`config.mk`:
```
export PLATFORM = sky130hd
export DESIGN_NAME = mhp_csr_dev_flat
export DESIGN_NICKNAME = d
export VERILOG_FILES = /design/src/rtl/mhp_pkg.sv /design/src/rtl/mhp_csr_if.sv /design/src/rtl/mhp_csr_dev.sv /design/src/flat_wrapper.sv
export SDC_FILE = /design/constraint.sdc
export NUM_CORES = 1
export LEC_CHECK = 0
export ABC_AREA = 1
export ABC_CLOCK_PERIOD_IN_PS = 1800
export BUFFER_PORTS_ARGS = -buffer_cell sky130_fd_sc_hd__buf_2
export CELL_PAD_IN_SITES_DETAIL_PLACEMENT = 1
export CELL_PAD_IN_SITES_GLOBAL_PLACEMENT = 1
export CORE_ASPECT_RATIO = 0.75
export CORE_MARGIN = 2
export CORE_UTILIZATION = 35
export CTS_CLUSTER_SIZE = 12
export DETAILED_ROUTE_END_ITERATION = 8
export GPL_ROUTABILITY_DRIVEN = 0
export PLACE_DENSITY = 0.67
export SYNTH_ARGS = -nofsm -noshare
export SYNTH_HDL_FRONTEND = slang
export SYNTH_SLANG_ARGS = --single-unit
```
`constraint.sdc`:
```
create_clock -name core_clk -period 1.8 [get_ports core_clk]
set_input_delay 0.27 -clock core_clk [delete_from_list [all_inputs] [get_ports core_clk]]
set_output_delay 0.27 -clock core_clk [all_outputs]
set_load 0.1 [all_outputs]
```
`src/rtl/mhp_pkg.sv`:
```
// constants shared by the station address, hash filter and phy management ends
package mhp_pkg;

    // ----------------------------------------------------------------
    // register port geometry
    // ----------------------------------------------------------------
    localparam int         IDX_W  = 4;
    localparam int         DATA_W = 32;
    localparam int         HASH_W = 6;

    // ----------------------------------------------------------------
    // device register indices (byte address on the host bus is 4x)
    // ----------------------------------------------------------------
    localparam logic [3:0] IDX_ADDR_HIGH   = 4'h2;
    localparam logic [3:0] IDX_ADDR_LOW    = 4'h3;
    localparam logic [3:0] IDX_HASH_UPPER  = 4'h4;
    localparam logic [3:0] IDX_HASH_LOWER  = 4'h5;
    localparam logic [3:0] IDX_MGMT_ACCESS = 4'h6;
    localparam logic [3:0] IDX_MGMT_DATA   = 4'h7;
    localparam logic [3:0] IDX_FILTER_CTRL = 4'hA;

    // ----------------------------------------------------------------
    // reset values
    // ----------------------------------------------------------------
    localparam logic [31:0] RST_ADDR_LOW  = 32'h0FFF_FFFF;
    localparam logic [15:0] RST_ADDR_HIGH = 16'hFFFF;
    localparam logic [31:0] RST_HASH      = 32'h0000_0000;
    localparam logic [31:0] RST_ZERO      = 32'h0000_0000;

    // ----------------------------------------------------------------
    // field positions of the management access and filter control registers
    // ----------------------------------------------------------------
    localparam int         ACC_PHYAD_LSB  = 11;
    localparam int         ACC_REGIDX_LSB = 6;
    localparam int         ACC_WSEL_BIT   = 1;
    localparam int         ACC_PEND_BIT   = 0;
    localparam int         FILT_ALL_BIT   = 0;
    localparam logic [4:0] PHY_ADDR_FIXED = 5'h01;

    // ----------------------------------------------------------------
    // eeprom locations holding the station address, wire order
    // ----------------------------------------------------------------
    localparam logic [7:0] EE_LOC_BYTE0 = 8'h01;
    localparam logic [7:0] EE_LOC_BYTE1 = 8'h02;
    localparam logic [7:0] EE_LOC_BYTE2 = 8'h03;
    localparam logic [7:0] EE_LOC_BYTE3 = 8'h04;
    localparam logic [7:0] EE_LOC_BYTE4 = 8'h05;
    localparam logic [7:0] EE_LOC_BYTE5 = 8'h06;

    // ----------------------------------------------------------------
    // management frame timing and layout
    // ----------------------------------------------------------------
    localparam int         CLK_PERIOD_NS     = 4;
    localparam int         MDC_MIN_PERIOD_NS = 400;
    localparam int         MDC_HALF_INT      =
        (MDC_MIN_PERIOD_NS + 2 * CLK_PERIOD_NS - 1) / (2 * CLK_PERIOD_NS);
    localparam logic [5:0] MDC_HALF_LAST     = 6'(MDC_HALF_INT - 1);
    localparam logic [5:0] FRAME_LAST_BIT    = 6'h3F;
    localparam logic [5:0] TA_FIRST_BIT      = 6'h2E;
    localparam logic [5:0] RD_FIRST_BIT      = 6'h30;
    localparam logic [31:0] PREAMBLE         = 32'hFFFF_FFFF;
    localparam logic [1:0] FRAME_START       = 2'h1;
    localparam logic [1:0] OP_WRITE          = 2'h1;
    localparam logic [1:0] OP_READ           = 2'h2;
    localparam logic [1:0] TA_WRITE          = 2'h2;
    localparam logic [1:0] TA_READ           = 2'h3;

    // ----------------------------------------------------------------
    // host side avalon map
    // ----------------------------------------------------------------
    localparam logic [7:0] HOST_STATUS_ADDR = 8'h40;
    localparam int         HST_PEND_BIT     = 0;
    localparam int         HST_INIT_BIT     = 1;
    localparam int         HST_REFUSED_BIT  = 2;

endpackage : mhp_pkg

```
`src/rtl/mhp_csr_if.sv`:
```
// register port joining the controller end and the device register bank
`timescale 1ns/1ps
interface mhp_csr_if;
    logic        req;
    logic        wr;
    logic [3:0]  idx;
    logic [31:0] wdata;
    logic        ack;
    logic [31:0] rdata;
    logic        pending;
    logic        init_done;

    modport dev  (input req, wr, idx, wdata, output ack, rdata, pending, init_done);
    modport host (output req, wr, idx, wdata, input ack, rdata, pending, init_done);
endinterface : mhp_csr_if

```
`src/rtl/mhp_csr_dev.sv`:
```
// station address, group hash filter and phy management register bank
`timescale 1ns/1ps
module mhp_csr_dev
    import mhp_pkg::*;
(
    input  wire logic                         core_clk,
    input  wire logic                         nrst,
    mhp_csr_if.dev                            csr,
    input  wire logic                         ee_byte_valid,
    input  wire logic [7:0]                   ee_byte_loc,
    input  wire logic [7:0]                   ee_byte,
    input  wire logic                         ee_load_done,
    input  wire logic                         filt_req,
    input  wire logic [mhp_pkg::HASH_W-1:0]   filt_hash,
    output logic                              filt_ack,
    output logic                              filt_accept,
    output logic                              mdc,
    output logic                              mdio_out,
    output logic                              mdio_oe_n,
    input  wire logic                         mdio_in
);
    import mhp_pkg::*;

    // ----------------------------------------------------------------
    // state
    // ----------------------------------------------------------------
    typedef struct packed {
        logic [31:0] addr_low;
        logic [15:0] addr_high;
        logic [31:0] hash_upper;
        logic [31:0] hash_lower;
        logic [4:0]  phy_addr;
        logic [4:0]  phy_reg_index;
        logic        phy_write_select;
        logic        phy_access_pending;
        logic [15:0] mgmt_data;
        logic        accept_all_group;
        logic        init_done;
        logic        ack;
        logic [31:0] rdata;
        logic        filt_ack;
        logic        filt_accept;
        logic        mdc;
        logic        mdio_out;
        logic        mdio_oe_n;
        logic [5:0]  div;
        logic [5:0]  bit_cnt;
        logic [63:0] frame;
        logic [15:0] rd_shift;
        logic [1:0]  sync;
    } mhp_dev_state_t;

    mhp_dev_state_t s;
    mhp_dev_state_t next_s;

    // hash table lookup: msb picks the register, low five bits the bit
    function automatic logic hash_select(input logic [31:0] upper, input logic [31:0] lower,
                                         input logic [5:0] idx);
        hash_select = idx[5] ? upper[idx[4:0]] : lower[idx[4:0]];
    endfunction : hash_select

    // register read mux, reserved bits zero
    function automatic logic [31:0] read_value(input mhp_dev_state_t st, input logic [3:0] idx);
        read_value = RST_ZERO;
        unique case (idx)
            IDX_ADDR_LOW:    read_value = st.addr_low;
            IDX_ADDR_HIGH:   read_value = {16'h0000, st.addr_high};
            IDX_HASH_UPPER:  read_value = st.hash_upper;
            IDX_HASH_LOWER:  read_value = st.hash_lower;
            IDX_MGMT_ACCESS: read_value = {16'h0000, st.phy_addr, st.phy_reg_index, 4'h0,
                                           st.phy_write_select, st.phy_access_pending};
            IDX_MGMT_DATA:   read_value = {16'h0000, st.mgmt_data};
            IDX_FILTER_CTRL: read_value = {31'h0000_0000, st.accept_all_group};
            default:         read_value = RST_ZERO;
        endcase
    endfunction : read_value

    // ----------------------------------------------------------------
    // next state
    // ----------------------------------------------------------------
    always_comb
    begin
        next_s          = s;
        next_s.sync     = {s.sync[0], mdio_in};
        next_s.ack      = csr.req & ~s.ack;
        // group frame filter, one answer for each cycle that filt_req is high
        next_s.filt_ack    = filt_req;
        next_s.filt_accept = filt_req &
            (s.accept_all_group | hash_select(s.hash_upper, s.hash_lower, filt_hash));

        // register port access, one per request
        if (csr.req && !s.ack)
        begin
            next_s.rdata = csr.wr ? RST_ZERO : read_value(s, csr.idx);
            if (csr.wr)
            begin
                unique case (csr.idx)
                    IDX_ADDR_LOW:    next_s.addr_low   = csr.wdata;
                    IDX_ADDR_HIGH:   next_s.addr_high  = csr.wdata[15:0];
                    IDX_HASH_UPPER:  next_s.hash_upper = csr.wdata;
                    IDX_HASH_LOWER:  next_s.hash_lower = csr.wdata;
                    IDX_FILTER_CTRL: next_s.accept_all_group = csr.wdata[FILT_ALL_BIT];
                    IDX_MGMT_DATA:
                    begin
                        if (!s.phy_access_pending)
                            next_s.mgmt_data = csr.wdata[15:0];
                    end
                    IDX_MGMT_ACCESS:
                    begin
                        if (!s.phy_access_pending)
                        begin
                            next_s.phy_addr         = csr.wdata[ACC_PHYAD_LSB +: 5];
                            next_s.phy_reg_index    = csr.wdata[ACC_REGIDX_LSB +: 5];
                            next_s.phy_write_select = csr.wdata[ACC_WSEL_BIT];
                            if (csr.wdata[ACC_PEND_BIT])
                            begin
                                // launch one management frame
                                next_s.phy_access_pending = 1'b1;
                                next_s.frame = {PREAMBLE, FRAME_START,
                                    csr.wdata[ACC_WSEL_BIT] ? OP_WRITE : OP_READ,
                                    csr.wdata[ACC_PHYAD_LSB +: 5],
                                    csr.wdata[ACC_REGIDX_LSB +: 5],
                                    csr.wdata[ACC_WSEL_BIT] ? TA_WRITE : TA_READ,
                                    csr.wdata[ACC_WSEL_BIT] ? s.mgmt_data : 16'hFFFF};
                                next_s.bit_cnt   = 6'h00;
                                next_s.div       = 6'h00;
                                next_s.mdc       = 1'b0;
                                next_s.mdio_out  = PREAMBLE[31];
                                next_s.mdio_oe_n = 1'b0;
                            end
                        end
                    end
                    default: ;
                endcase
            end
        end

        // eeprom bytes land in wire order
        if (ee_byte_valid)
        begin
            unique case (ee_byte_loc)
                EE_LOC_BYTE0: next_s.addr_low[7:0]   = ee_byte;
                EE_LOC_BYTE1: next_s.addr_low[15:8]  = ee_byte;
                EE_LOC_BYTE2: next_s.addr_low[23:16] = ee_byte;
                EE_LOC_BYTE3: next_s.addr_low[31:24] = ee_byte;
                EE_LOC_BYTE4: next_s.addr_high[7:0]  = ee_byte;
                EE_LOC_BYTE5: next_s.addr_high[15:8] = ee_byte;
                default: ;
            endcase
        end
        if (ee_load_done)
            next_s.init_done = 1'b1;

        // management frame engine: shift on mdc fall, sample on rise
        if (s.phy_access_pending)
        begin
            if (s.div == MDC_HALF_LAST)
            begin
                next_s.div = 6'h00;
                next_s.mdc = ~s.mdc;
                if (!s.mdc)
                begin
                    if (!s.phy_write_select && s.bit_cnt >= RD_FIRST_BIT)
                        next_s.rd_shift = {s.rd_shift[14:0], s.sync[1]};
                end
                else if (s.bit_cnt == FRAME_LAST_BIT)
                begin
                    next_s.phy_access_pending = 1'b0;
                    next_s.mdio_oe_n          = 1'b1;
                    next_s.mdio_out           = 1'b1;
                    if (!s.phy_write_select)
                        next_s.mgmt_data = s.rd_shift;
                end
                else
                begin
                    next_s.bit_cnt  = s.bit_cnt + 6'h01;
                    next_s.frame    = {s.frame[62:0], 1'b1};
                    next_s.mdio_out = s.frame[62];
                    if (!s.phy_write_select && (s.bit_cnt + 6'h01) == TA_FIRST_BIT)
                        next_s.mdio_oe_n = 1'b1;
                end
            end
            else
                next_s.div = s.div + 6'h01;
        end
    end

    // ----------------------------------------------------------------
    // registers
    // ----------------------------------------------------------------
    always_ff @(posedge core_clk or negedge nrst)
    begin
        if (!nrst)
        begin
            s            <= '0;
            s.addr_low   <= RST_ADDR_LOW;
            s.addr_high  <= RST_ADDR_HIGH;
            s.hash_upper <= RST_HASH;
            s.hash_lower <= RST_HASH;
            s.mdio_out   <= 1'b1;
            s.mdio_oe_n  <= 1'b1;
            s.sync       <= 2'h3;
            s.rd_shift   <= 16'h0000;
        end
        else
            s <= next_s;
    end

    // outputs straight from flops
    assign csr.ack       = s.ack;
    assign csr.rdata     = s.rdata;
    assign csr.pending   = s.phy_access_pending;
    assign csr.init_done = s.init_done;
    assign filt_ack      = s.filt_ack;
    assign filt_accept   = s.filt_accept;
    assign mdc           = s.mdc;
    assign mdio_out      = s.mdio_out;
    assign mdio_oe_n     = s.mdio_oe_n;

endmodule : mhp_csr_dev

```
`src/flat_wrapper.sv`:
```
// flat-port wrapper written by rule: the top's interface ports become plain ports
module mhp_csr_dev_flat import mhp_pkg::*;
  (core_clk, nrst, ee_byte_valid, ee_byte_loc, ee_byte, ee_load_done, filt_req, filt_hash, filt_ack, filt_accept, mdc, mdio_out, mdio_oe_n, mdio_in, csr_req, csr_wr, csr_idx, csr_wdata, csr_ack, csr_rdata, csr_pending, csr_init_done);
  mhp_csr_if csr_i ();
  input  wire logic core_clk;
  input  wire logic nrst;
  input  wire logic ee_byte_valid;
  input  wire logic [7:0] ee_byte_loc;
  input  wire logic [7:0] ee_byte;
  input  wire logic ee_load_done;
  input  wire logic filt_req;
  input  wire logic [mhp_pkg::HASH_W-1:0] filt_hash;
  output logic filt_ack;
  output logic filt_accept;
  output logic mdc;
  output logic mdio_out;
  output logic mdio_oe_n;
  input  wire logic mdio_in;
  input wire logic [$bits(csr_i.req)-1:0] csr_req;
  input wire logic [$bits(csr_i.wr)-1:0] csr_wr;
  input wire logic [$bits(csr_i.idx)-1:0] csr_idx;
  input wire logic [$bits(csr_i.wdata)-1:0] csr_wdata;
  output wire logic [$bits(csr_i.ack)-1:0] csr_ack;
  output wire logic [$bits(csr_i.rdata)-1:0] csr_rdata;
  output wire logic [$bits(csr_i.pending)-1:0] csr_pending;
  output wire logic [$bits(csr_i.init_done)-1:0] csr_init_done;
  assign csr_i.req = csr_req;
  assign csr_i.wr = csr_wr;
  assign csr_i.idx = csr_idx;
  assign csr_i.wdata = csr_wdata;
  assign csr_ack = csr_i.ack;
  assign csr_rdata = csr_i.rdata;
  assign csr_pending = csr_i.pending;
  assign csr_init_done = csr_i.init_done;
  mhp_csr_dev u_core (.core_clk(core_clk), .nrst(nrst), .csr(csr_i), .ee_byte_valid(ee_byte_valid), .ee_byte_loc(ee_byte_loc), .ee_byte(ee_byte), .ee_load_done(ee_load_done), .filt_req(filt_req), .filt_hash(filt_hash), .filt_ack(filt_ack), .filt_accept(filt_accept), .mdc(mdc), .mdio_out(mdio_out), .mdio_oe_n(mdio_oe_n), .mdio_in(mdio_in));
endmodule
```
# Yosys cells after proc, flatten, opt, wreduce, memory -nomap -nowiden

Cells that the tools add are included.

Add/subtract/negate cells: 2
Multipliers: 0
Div/mod/pow operators: 0
Order comparisons: 2
Equal/unequal tests: 16
Shifts and indexed selects: 0
Mux-type cells: 50
Bitwise logic cells: 6
Reductions and logical operators: 15

Operators by type and width:

| cell                  | number |
|---|---|
| $mux W79              | 5 |
| $mux W141             | 2 |
| $pmux W32 S7          | 1 |
| $mux W70              | 2 |
| $mux W32              | 4 |
| $mux W16              | 7 |
| $mux W95              | 1 |
| $mux W86              | 1 |
| $mux W17              | 4 |
| $mux W48              | 1 |
| $mux W8               | 6 |
| $eq A8 B3 Y1 const B  | 3 |
| $mux W12              | 2 |
| $eq A6 B6 Y1 const B  | 3 |
| $eq A4 B3 Y1 const B  | 4 |
| $eq A8 B2 Y1 const B  | 2 |
| $add A6 B1 Y6 const B | 2 |
| $reduce_and A4 Y1     | 3 |
| $bmux W1 S5           | 2 |
| $reduce_and A3 Y1     | 3 |
| $eq A4 B2 Y1 const B  | 2 |
| $eq A8 B1 Y1 const B  | 1 |
| $reduce_bool A2 Y1    | 4 |
| $mux W1               | 7 |
| other kinds (11)      | 19 |

Register bits after elaboration: 274
Bits in latches: 0
Memory bits (writable): 0
ROM bits: 0
Bits of input ports: 66
Output and inout port bits: 40
Word-level logic and storage cells: 114
Memories: 0

# Longest topological paths before layout

Gate-level depths: netlist (run 1).

Word-level depth: 11
Depth in mapped cells: 13
Gate-level depth less buffers: 12

# Worst setup path before layout (run 1)

OpenSTA, ideal clock, no wires.

Kind: reg-to-reg
Start point: register u_core.s, in the netlist u_core.csr.pending
End point: register u_core.s[26] (netlist bit)
Setup time: 0.121 ns
Arrival: 2.060 ns
Required time: 1.679 ns
Setup slack: -0.381 ns
Cell stages (with the launch flop): 8
Buffers on the path: 2
Clock period less this slack: 2.181 ns
Cells stage by stage: dfrtp_1 > inv_2 > nor2_4 > nand3b_4 > buf_2 > buf_2 > o221ai_1 > inv_1

RTL lines:

| element                | RTL line           | source |
|---|---|---|
| start, declared        | mhp_csr_dev.sv:53  | `mhp_dev_state_t s;` |
| start signal, assigned | mhp_csr_dev.sv:206 | `s <= next_s;` |

==> impl_metrics.csv, run 1 <==
group,metric,value,unit
status,status,"finished, final reports clean",
routing,dr.pass1.iters,5,
logic_synthesis,synth_compound_area_frac,0.187,
pwr,power_density,1140,nW/um^2
cells_and_area,postLayoutCoreUtil,0.444,
cells_and_area,top_register,"u_core.s",
floorplanning,dieArea,39300,um^2
setup_path,r2r_start,"u_core.s[83]",
setup_path,critPathMaxStageDelay,410,ps
worst_hold_path,hold_path.startpoint,"ee_byte[0]",
routing,drtAntennaViolNets,0,
logic_synthesis,synth.area.top_cells,"dfrtp_1 (43%), dfstp_2 (9.6%), nand2_1 (9.2%)",
grt,grt_pass1_vias,11800,
pwr,p_leak,0.00835,uW
routing,viasPerCell,5.33,
timing,slew_viol_final,0,
cells_and_area,largest_reg_flops,232,
setup_path,cp-end-kind,"flip-flop",
clocking,clock_latency,590,ps
logic_synthesis,netlist_instances,1575,
floorplanning,die_w,228,um
timing,slew_headroom,0.606,
logic_synthesis,synthAdderAreaFrac,0.00379,
setup_path,crit_path_max_fanout,12,
clocking,cts_buffers,31,
logic_synthesis,synth.distinct_cells,44,
cells_and_area,nets,1810,
clocking,cts_tree,"built",
logic_synthesis,synthMuxAreaShare,0.000853,
routing,drc,0,
routing,dr_total_vias,12100,
place,place_hpwl,35.0,mm
routing,wl,49.6,mm
setup_path,cp_slowest_cell,"dfrtp_1",
timing,clock_skew,34.5,ps
setup_path,critPathLaunchType,"flip-flop",
floorplanning,start_util,0.356,
timing,fmax,563,MHz
clocking,clock-sinks,273,
logic_synthesis,yosysSeqAreaShare,0.522,
setup_path,worstPathCellList,"ha_4 -> nand3_2 -> nor2_4 -> buf_4 -> nand3b_4 -> inv_2 -> buf_12 -> a221oi_1",
routing,wl_per_cell,21.9,um
timing,tightest_slew,584,ps
logic_synthesis,syn_nets,1645,
setup_path,r2r_cells,8,
cells_and_area,layout-drive-gt1-share,0.212,
logic_synthesis,synth_top_area_frac,0.427,
grt,grt_max_degree,69,
floorplanning,dieHeight,172,um
setup_path,required,2260,ps
clocking,h-tree-depth,1,
logic_synthesis,synthArstFlopShare,1.00,
floorplanning,rows,61,
setup_path,arrival,2240,ps
logic_synthesis,synth_edf_count,0,
worst_hold_path,hp-class,"in -> reg",
setup_path,path_class,"reg -> reg",
grt,grt_pass1_wl,72.6,mm
logic_synthesis,synth_xor_area_frac,0.00398,
logic_synthesis,yosysMostFrequentCell,"nand2_1",
logic_synthesis,synth_commonest_cells,"nand2_1 (324), inv_1 (253), o21ai_0 (228), dfrtp_1 (225), o22ai_1 (94)",
timing,rsz0062_at_grt,"true",
timing,post-route-min-period,1770,ps
logic_synthesis,synth_area,13200,um^2
logic_synthesis,synth_top_family_by_area,"compound AO/OA/AOI/OAI gates",
routing,drt_iter0_drc,1036,
clocking,clk_pin_slew,70,ps
logic_synthesis,syn_area_per_cell,8.38,um^2
logic_synthesis,synth-simple-area-share,0.160,
cells_and_area,syn_to_final_growth,24.8,%
logic_synthesis,yosysTopAreaCell,"dfrtp_1",
grt,overflow,0,
grt,antenna_found_initial,0,
place,buffer_ports.inserted,105,
timing,whs,19.4,ps
logic_synthesis,yosys_warnings,0,
floorplanning,ios,106,
worst_hold_path,whs_path_depth,3,
run,max-cap-violations,0,
clocking,cts_buffer_depth,3,
timing,hold_violations,0,
logic_synthesis,ys_ff_latch,273,
worst_hold_path,min_to,"u_core.s[234]",
timing,finalCritPeriodShare,0.986,
setup_path,r2r_slack,30,ps
pwr,ir_drop,0.808,mV
setup_path,reg2reg_to,"u_core.s[23]",
grt,grt_use_total,0.243,
floorplanning,core,37100,um^2
logic_synthesis,yosys_most_used_dff,"dfrtp_1",
clocking,ctsRootBufferMaster,"clkbuf_16",
timing,setup_viol,0,
-- layer usage --
layer / track usage / wire (um) / up-vias
met4: 0.0421 / 627 / 0
met3: 0.0684 / 4780 / 38
met1: 0.381 / 24400 / 6102
met5: 0 / 0 / -
li1: - / - / 5501
met2: 0.330 / 19900 / 456
-- how the worst max path moves through the flow --
stage | from | end | slack (ps) | cells past startpoint
floorplan | u_core.csr.ack | u_core.s[21] | 20 | 9
global placement | csr_idx[0] | u_core.csr.rdata[7] | -250 | 10
detailed placement | csr_idx[0] | u_core.csr.rdata[7] | -260 | 10
CTS | u_core.s[89] | u_core.s[149] | 4 | 9
global route | u_core.csr.ack | u_core.s[20] | -70 | 10
finish | u_core.s[83] | u_core.s[23] | 30 | 8
-- cells by family (layout without fill, tap and decap cells) --
family                   count (synthesis)  after routing
multiplexers                             1              1
AO/OA/AOI/OAI                          425            425
XOR/XNOR                                 6              6
AND/OR/NAND/NOR                        491            493
buffers and inverters                  375            563
adder cells (fa/ha/maj)                  4              4
flip-flops                             273            273
other                                    0              1
-- cells in the final DEF (no fill, tap or decap), types with 4 or more instances in the layout --
master         Yosys  layout
o21ai_0          228     213
dfrtp_1          225     222
o211ai_1          35      35
buf_4             38      88
nor2_4             5       8
a221oi_1           8       7
inv_1            253     249
a31oi_1            4       4
buf_12             0      17
dfstp_2           48      48
nand2_1          324     323
clkbuf_8           0       8
inv_2              6       9
clkbuf_16          0      39
o21ai_1            3      17
buf_2             26     100
clkinv_2           0       6
xor2_1             6       6
buf_6              0       5
nor2_1            45      42
o22ai_1           94      91
nor3_1            15      14
a21oi_1           25      24
clkbuf_1          46       7
nand2_4            3       5
dlygate4sd3_1      0      21
o221ai_1          15      13
nand3_1           85      83
-- through the flow --
stage                     instance area [um^2]  setup slack, ps  TNS, ps  cells  total power, uW
after floorplan                          13200             15.4        0   1575            10500
after detailed placement                 14700             -263    -1890   2169            12000
after CTS                                16000             3.54        0   2249            18700
after global routing                     16500            -69.6    -1460   2269            19700
after global placement                   14700             -249    -1380   2169            11800
final                                    16500             25.0        0   2270            18800
-- layout make-up --
type	count	area, um^2
fill	4438	20600
sequential	273	6900
antenna	1	2.50
clock buffer	47	937
multi-input combinational	929	4890
timing repair buffer	242	2000
clock inverter	11	116
tap	504	631
inverter	263	997
-- worst max-delay path: cells and delay by family (launching register included) --
| kind | cells | cell delay, ps |
|---|---|---|
| simple gates | 3 | 440 |
| compound gates | 1 | 300 |
| fa+ha+maj | 1 | 160 |
| flops | 1 | 410 |
| buf+inv | 3 | 350 |
-- report_power, final --
part | switching, uW | total (uW) | internal [uW] | leakage, uW
registers | 830 | 8360 | 7530 | 0.00330
clock network | 2690 | 6550 | 3870 | 0.000525
logic | 2570 | 3880 | 1310 | 0.00453
-- repair_timing --
| item | in CTS | in global routing |
|---|---|---|
| setup buffers | 1 | 11 |
| gates resized for setup | 8 | 65 |
| gates cloned | 0 | 9 |
| pin swaps | 1 | 7 |
| hold endpoints to repair | 260 | 0 |
| hold buffers | 21 | 0 |
| setup endpoints to repair | 12 | 111 |
(Power assumes the default switching activity.)
==> inputs of run 2 (changes only) <==
- CORE_ASPECT_RATIO: 0.75 -> default
- CORE_UTILIZATION: 35 -> 41
- PLACE_DENSITY: 0.67 -> 0.76
==> impl_metrics.csv, run 2 (synthesized netlist as in run 1, its figures left out) <==
group,metric,value,unit
run,max-cap-violations,0,
setup_path,crit_path_max_fanout,8,
worst_hold_path,whs_path_depth,3,
cells_and_area,top_register,"u_core.s",
timing,setup_viol,2,
cells_and_area,design_area,16100,um^2
routing,viasPerCell,5.63,
routing,wl,47.4,mm
place,placed_cell_area,14500,um^2
cells_and_area,final_cell_mix,"nand2_1 (319), inv_1 (250), dfrtp_1 (222), o21ai_0 (220), buf_2 (101)",
place,place_hpwl,32.2,mm
clocking,clock_latency,570,ps
timing,hold_violations,0,
cells_and_area,fillers,3753,
floorplanning,dieArea,33600,um^2
pwr,p_leak,0.00816,uW
floorplanning,core,31600,um^2
worst_hold_path,hp-class,"in -> reg",
grt,grt_pass1_wl,72.9,mm
cells_and_area,nets,1791,
worst_hold_path,min_to,"u_core.s[233]",
floorplanning,start_util,0.417,
routing,dr_total_vias,12100,
setup_path,r2r_slack,-30,ps
timing,finalCritPeriodShare,1.02,
worst_hold_path,hold_path.startpoint,"csr_wdata[7]",
setup_path,arrival,2270,ps
grt,grt_use_total,0.279,
cells_and_area,multi_input_area,4840,um^2
routing,drc,0,
cells_and_area,syn_to_final_growth,21.9,%
setup_path,r2r_cells,8,
clocking,cts_buffers,31,
setup_path,path_class,"reg -> reg",
timing,slew_viol_final,0,
routing,drtAntennaViolNets,0,
timing,slew_headroom,0.640,
clocking,cts_tree,"built",
timing,setup_slack,-29.5,ps
setup_path,cp-end-kind,"flip-flop",
timing,post-route-min-period,1830,ps
clocking,h-tree-depth,1,
cells_and_area,postLayoutCoreUtil,0.508,
pwr,fin_total_pwr,18300,uW
setup_path,r2r_start,"u_core.s[90]",
clocking,clk_pin_slew,60,ps
status,status,"complete, but fails checks",
cells_and_area,layout-drive-gt1-share,0.198,
grt,antenna_found_initial,0,
grt,overflow,0,
routing,dr.pass1.iters,5,
pwr,power_density,1140,nW/um^2
setup_path,critPathLaunchType,"flip-flop",
grt,grt_max_degree,58,
floorplanning,rows,65,
clocking,cts_buffer_depth,3,
floorplanning,die_w,183,um
cells_and_area,final-seq-area,6900,um^2
place,buffer_ports.inserted,105,
cells_and_area,num_antenna_cells,0,
grt,grt_pass1_vias,12700,
timing,fmax,547,MHz
floorplanning,dieHeight,183,um
routing,wl_per_cell,22.1,um
cells_and_area,largest_reg_flops,232,
cells_and_area,instances_no_fill,2146,
timing,clock_skew,19.8,ps
clocking,clock-sinks,273,
timing,rsz0062_at_grt,"true",
pwr,ir_drop,0.795,mV
cells_and_area,mostFrequentLayoutCell,"nand2_1",
timing,tightest_slew,540,ps
status,violations,"negative setup slack",
floorplanning,ios,106,
routing,drt_iter0_drc,963,
place,dp.cells,2051,
setup_path,required,2240,ps
clocking,ctsRootBufferMaster,"clkbuf_16",
setup_path,reg2reg_to,"u_core.s[149]",
## run 2: cell types whose count changed in the layout (fill, tap and decap cells not counted), sizes merged
| cell | change |
|---|---|
| clkbuf | -2 |
| diode | -1 |
| clkinvlp | +3 |
| inv | -2 |
| buf | -12 |
| nand3b | -1 |
| clkinv | -6 |
| nand2 | -1 |
## run 2: worst max-delay path by stage
stage,depth (start not counted),end,startpoint,slack (ps)
final,8,u_core.s[149],u_core.s[90],-30
after detailed placement,9,u_core.s[149],u_core.s[89],-60
after global routing,11,u_core.s[32],u_core.csr.ack,-90
after global placement,10,u_core.csr.rdata[0],csr_idx[0],-20
after CTS,9,u_core.s[149],u_core.s[89],0.6
after floorplan,9,u_core.s[21],u_core.csr.ack,20
## run 2: cell type report
cell class                 count  share of cell area
timing repair inverter         2            0.000934
sequential                   273               0.429
clock inverter                 4             0.00436
inverter                     263              0.0622
tap                          402              0.0313
multi-input combinational    927               0.301
timing repair buffer         223               0.116
clock buffer                  52              0.0556
## run 2: stage by stage
stage               setup WS (ps)  hold slack, ps  setup TNS, ps
detailed placement          -56.1             186           -103
finish                      -29.5            22.3          -30.1
global route                -90.0            24.2          -1760
global placement            -16.7             176          -16.7
CTS                         0.635            7.72              0
floorplan                    15.4           -25.6              0
## run 2: where the power goes
part,switching (uW),total (uW),internal [uW]
Clock,2550,6170,3620
Combinational,2430,3760,1330
Sequential,818,8350,7530
## run 2: critical path: stages, from the launching register on
cell	delay, ps
dfrtp_1	440
nor2_2	160
nand4_4	110
nor2_4	180
nand2_2	80
inv_2	80
nand3_4	170
buf_12	210
mux2_2	260
## run 2: metal layers
metal / global-route usage / vias up / routed length, um
li1: - / 5464 / -
met1: 0.373 / 6139 / 20300
met2: 0.470 / 390 / 22500
met3: 0.0449 / 98 / 2960
met4: 0.0768 / 0 / 1620
met5: 0 / - / 0
## run 2: repair_timing
action / 4_1_cts / 5_1_grt
gates resized for setup: 14 / 43
hold buffers: 21 / 0
gates cloned: 2 / 3
setup endpoints to repair: 24 / 117
setup buffers: 2 / 12
hold endpoints to repair: 219 / 0
pin swaps: 2 / 6
==> inputs of run 3 (changes only) <==
- ABC_AREA: 1 -> default
- CORE_UTILIZATION: 41 -> 40
- HOLD_SLACK_MARGIN: default -> 0.03
- PLACE_DENSITY: 0.76 -> 0.71
==> impl_metrics.csv, run 3 <==
group,metric,value,unit
status,status,"complete, but fails checks",
status,violations,"negative setup slack",
grt,grt_max_degree,53,
logic_synthesis,synth_top_family_by_area,"multiplexers",
logic_synthesis,yosys_warnings,0,
floorplanning,core,32300,um^2
cells_and_area,largest_reg_flops,232,
timing,fmax,541,MHz
logic_synthesis,syn_nets,1258,
worst_hold_path,hp-class,"in -> reg",
place,place_ws,-90.9,ps
clocking,ctsRootBufferMaster,"clkbuf_16",
routing,drc,0,
routing,wl,40.0,mm
floorplanning,ios,106,
logic_synthesis,yosysSeqAreaShare,0.530,
logic_synthesis,yosysTopAreaCell,"dfrtp_1",
logic_synthesis,synth_area,13000,um^2
logic_synthesis,synth_compound_area_frac,0.142,
clocking,cts_tree,"built",
routing,wl_per_cell,22.2,um
logic_synthesis,netlist_instances,1188,
timing,setup_viol,21,
timing,slew_headroom,0.643,
routing,drtAntennaViolNets,0,
timing,setup_tns,-365,ps
clocking,cts_buffers,30,
cells_and_area,num_antenna_cells,0,
logic_synthesis,synthMuxAreaShare,0.161,
logic_synthesis,ys_ff_latch,273,
timing,clock_skew,15.4,ps
grt,overflow,0,
grt,grt_pass1_wl,60.2,mm
cells_and_area,syn_to_final_growth,25.4,%
floorplanning,dieHeight,184,um
timing,slew_viol_final,0,
logic_synthesis,synth.area.top_cells,"dfrtp_1 (43%), dfstp_2 (9.7%), mux2_1 (6.1%)",
floorplanning,start_util,0.403,
grt,grt_use_total,0.227,
clocking,cts_buffer_depth,3,
logic_synthesis,yosys_most_used_dff,"dfrtp_1",
pwr,fin_total_pwr,16900,uW
logic_synthesis,synth_edf_count,0,
routing,dr.pass1.iters,5,
timing,setup_slack,-49.6,ps
timing,finalCritPeriodShare,1.03,
cells_and_area,postLayoutCoreUtil,0.505,
pwr,p_switching,4850,uW
logic_synthesis,synthAdderAreaFrac,0.00385,
logic_synthesis,synth_commonest_cells,"dfrtp_1 (225), nand2_1 (160), nor2_1 (76), a21oi_1 (73)",
floorplanning,dieArea,34000,um^2
floorplanning,die_w,184,um
setup_path,cp_slowest_cell,"dfrtp_1",
cells_and_area,final_cell_mix,"dfrtp_1 (222), nand2_1 (149), buf_2 (101), a21oi_1 (73)",
pwr,seqPwrFrac,0.470,
clocking,clk_pin_slew,60,ps
pwr,power_density,1040,nW/um^2
timing,hold_violations,0,
logic_synthesis,synth_top_area_frac,0.433,
routing,dr_total_vias,10000,
grt,antenna_found_initial,0,
place,buffer_ports.inserted,105,
setup_path,critPathLaunchType,"flip-flop",
pwr,p_leak,0.00720,uW
setup_path,arrival,2300,ps
clocking,clock-sinks,273,
cells_and_area,mostFrequentLayoutCell,"dfrtp_1",
logic_synthesis,syn_area_per_cell,10.9,um^2
logic_synthesis,synth-simple-area-share,0.101,
logic_synthesis,synthArstFlopShare,1.00,
floorplanning,rows,66,
place,place_hpwl,25.7,mm
timing,rsz0062_at_grt,"true",
cells_and_area,layout-drive-gt1-share,0.303,
timing,tightest_slew,535,ps
run,max-cap-violations,0,
setup_path,cp-end-kind,"flip-flop",
routing,drt_iter0_drc,716,
pwr,p_sw_frac,0.287,
setup_path,path_class,"reg -> reg",
setup_path,crit_path_max_fanout,6,
routing,viasPerCell,5.56,
setup_path,required,2250,ps
logic_synthesis,yosysMostFrequentCell,"dfrtp_1",
cells_and_area,nets,1408,
pwr,ir_drop,0.714,mV
pwr,pwr-share-clk,0.367,
pwr,p_int,12100,uW
pwr,combPwrFrac,0.163,
clocking,h-tree-depth,1,
logic_synthesis,synth.distinct_cells,61,
cells_and_area,top_register,"u_core.s",
logic_synthesis,synth_xor_area_frac,0.00269,
setup_path,critPathMaxStageDelay,390,ps
clocking,clock_latency,560,ps
grt,grt_pass1_vias,10500,
setup_path,worstPathCellList,"inv_2 -> ha_4 -> and4bb_4 -> nand4_4 -> nor2_4 -> buf_4 -> clkbuf_16 -> buf_12 -> nand2_1 -> o21ai_0",
timing,post-route-min-period,1850,ps
-- run 3: cell count changes after synthesis, moves of 22 or more --
cell	change
nor2_1	+31
mux2i_1	+69
o21ai_0	-171
nand3_1	-78
inv_1	-226
a22oi_1	+22
o22ai_1	-92
o211ai_1	-32
a21oi_1	+48
o21ai_1	+67
nand2_1	-164
mux2_1	+70
-- run 3: power groups by stage --
stage / registers, uW / logic [uW] / clock network [uW]
global route: 8040 / 3030 / 6590
detailed placement: 7970 / 2570 / 0
CTS: 7890 / 2650 / 6320
global placement: 7930 / 2460 / 0
floorplan: 7950 / 1530 / 0
finish: 7940 / 2760 / 6200
-- run 3: kinds of logic (layout without fill, tap and decap cells) --
group           Yosys count  count (layout)
buf+inv                 139             312
compound gates          306             306
xor+xnor                  4               4
simple gates            285             285
flops                   273             273
fa+ha+maj                 4               4
mux                     177             177
-- run 3: worst max-delay path, delay by kind of cell, from the launching register on --
family	cells	cell delay (ps)
buffers and inverters	4	460
adders and majority gates	1	110
and+or+nand+nor	4	690
AOI/OAI and AO/OA	1	110
DFF	1	390
-- run 3: timing repair --
action | CTS | global route
setup buffers | 2 | 8
gates resized for setup | 14 | 66
hold buffers | 26 | 0
hold endpoints to repair | 93 | 0
gates cloned | 1 | 15
setup endpoints to repair | 95 | 102
pin swaps | 3 | 14
-- run 3: metrics by stage --
stage	hold WS [ps]	instances	cell area, um^2
floorplan	-25.6	1188	13100
global placement	242	1698	14400
detailed placement	238	1698	14400
CTS	31.8	1782	15700
global route	33.8	1803	16300
finish	50.3	1803	16300
-- run 3: routing by layer --
layer / wire length [um] / share of wire / vias to the layer above / global-route usage
li1: - / - / 4521 / -
met1: 17800 / 0.45 / 5234 / 0.316
met2: 19800 / 0.50 / 203 / 0.381
met3: 1640 / 0.041 / 64 / 0.0247
met4: 752 / 0.019 / 0 / 0.0531
met5: 0 / 0 / - / 0
-- run 3: final timing paths --
path                                      end  slack, ps             start  depth (start not counted)
worst max-delay path             u_core.s[56]        -50      u_core.s[89]                         10
worst min-delay path            u_core.s[252]         50        ee_byte[2]                          3
worst max register to register   u_core.s[56]        -50      u_core.s[89]                         10
worst min register to register    u_core.s[1]        380  u_core.next_s[1]                          0
max in group asynchronous       u_core.s[252]        830              nrst                          3
min in group asynchronous       u_core.s[215]        240              nrst                          2
-- run 3: final cells by class --
type	instances	area [um^2]
fillers	3412	16000
well taps	442	553
clock inverters	9	70.1
multi-input cells	776	5620
inverters	27	101
flip-flops and latches	273	6900
repair buffers	230	2120
clock buffers	46	932
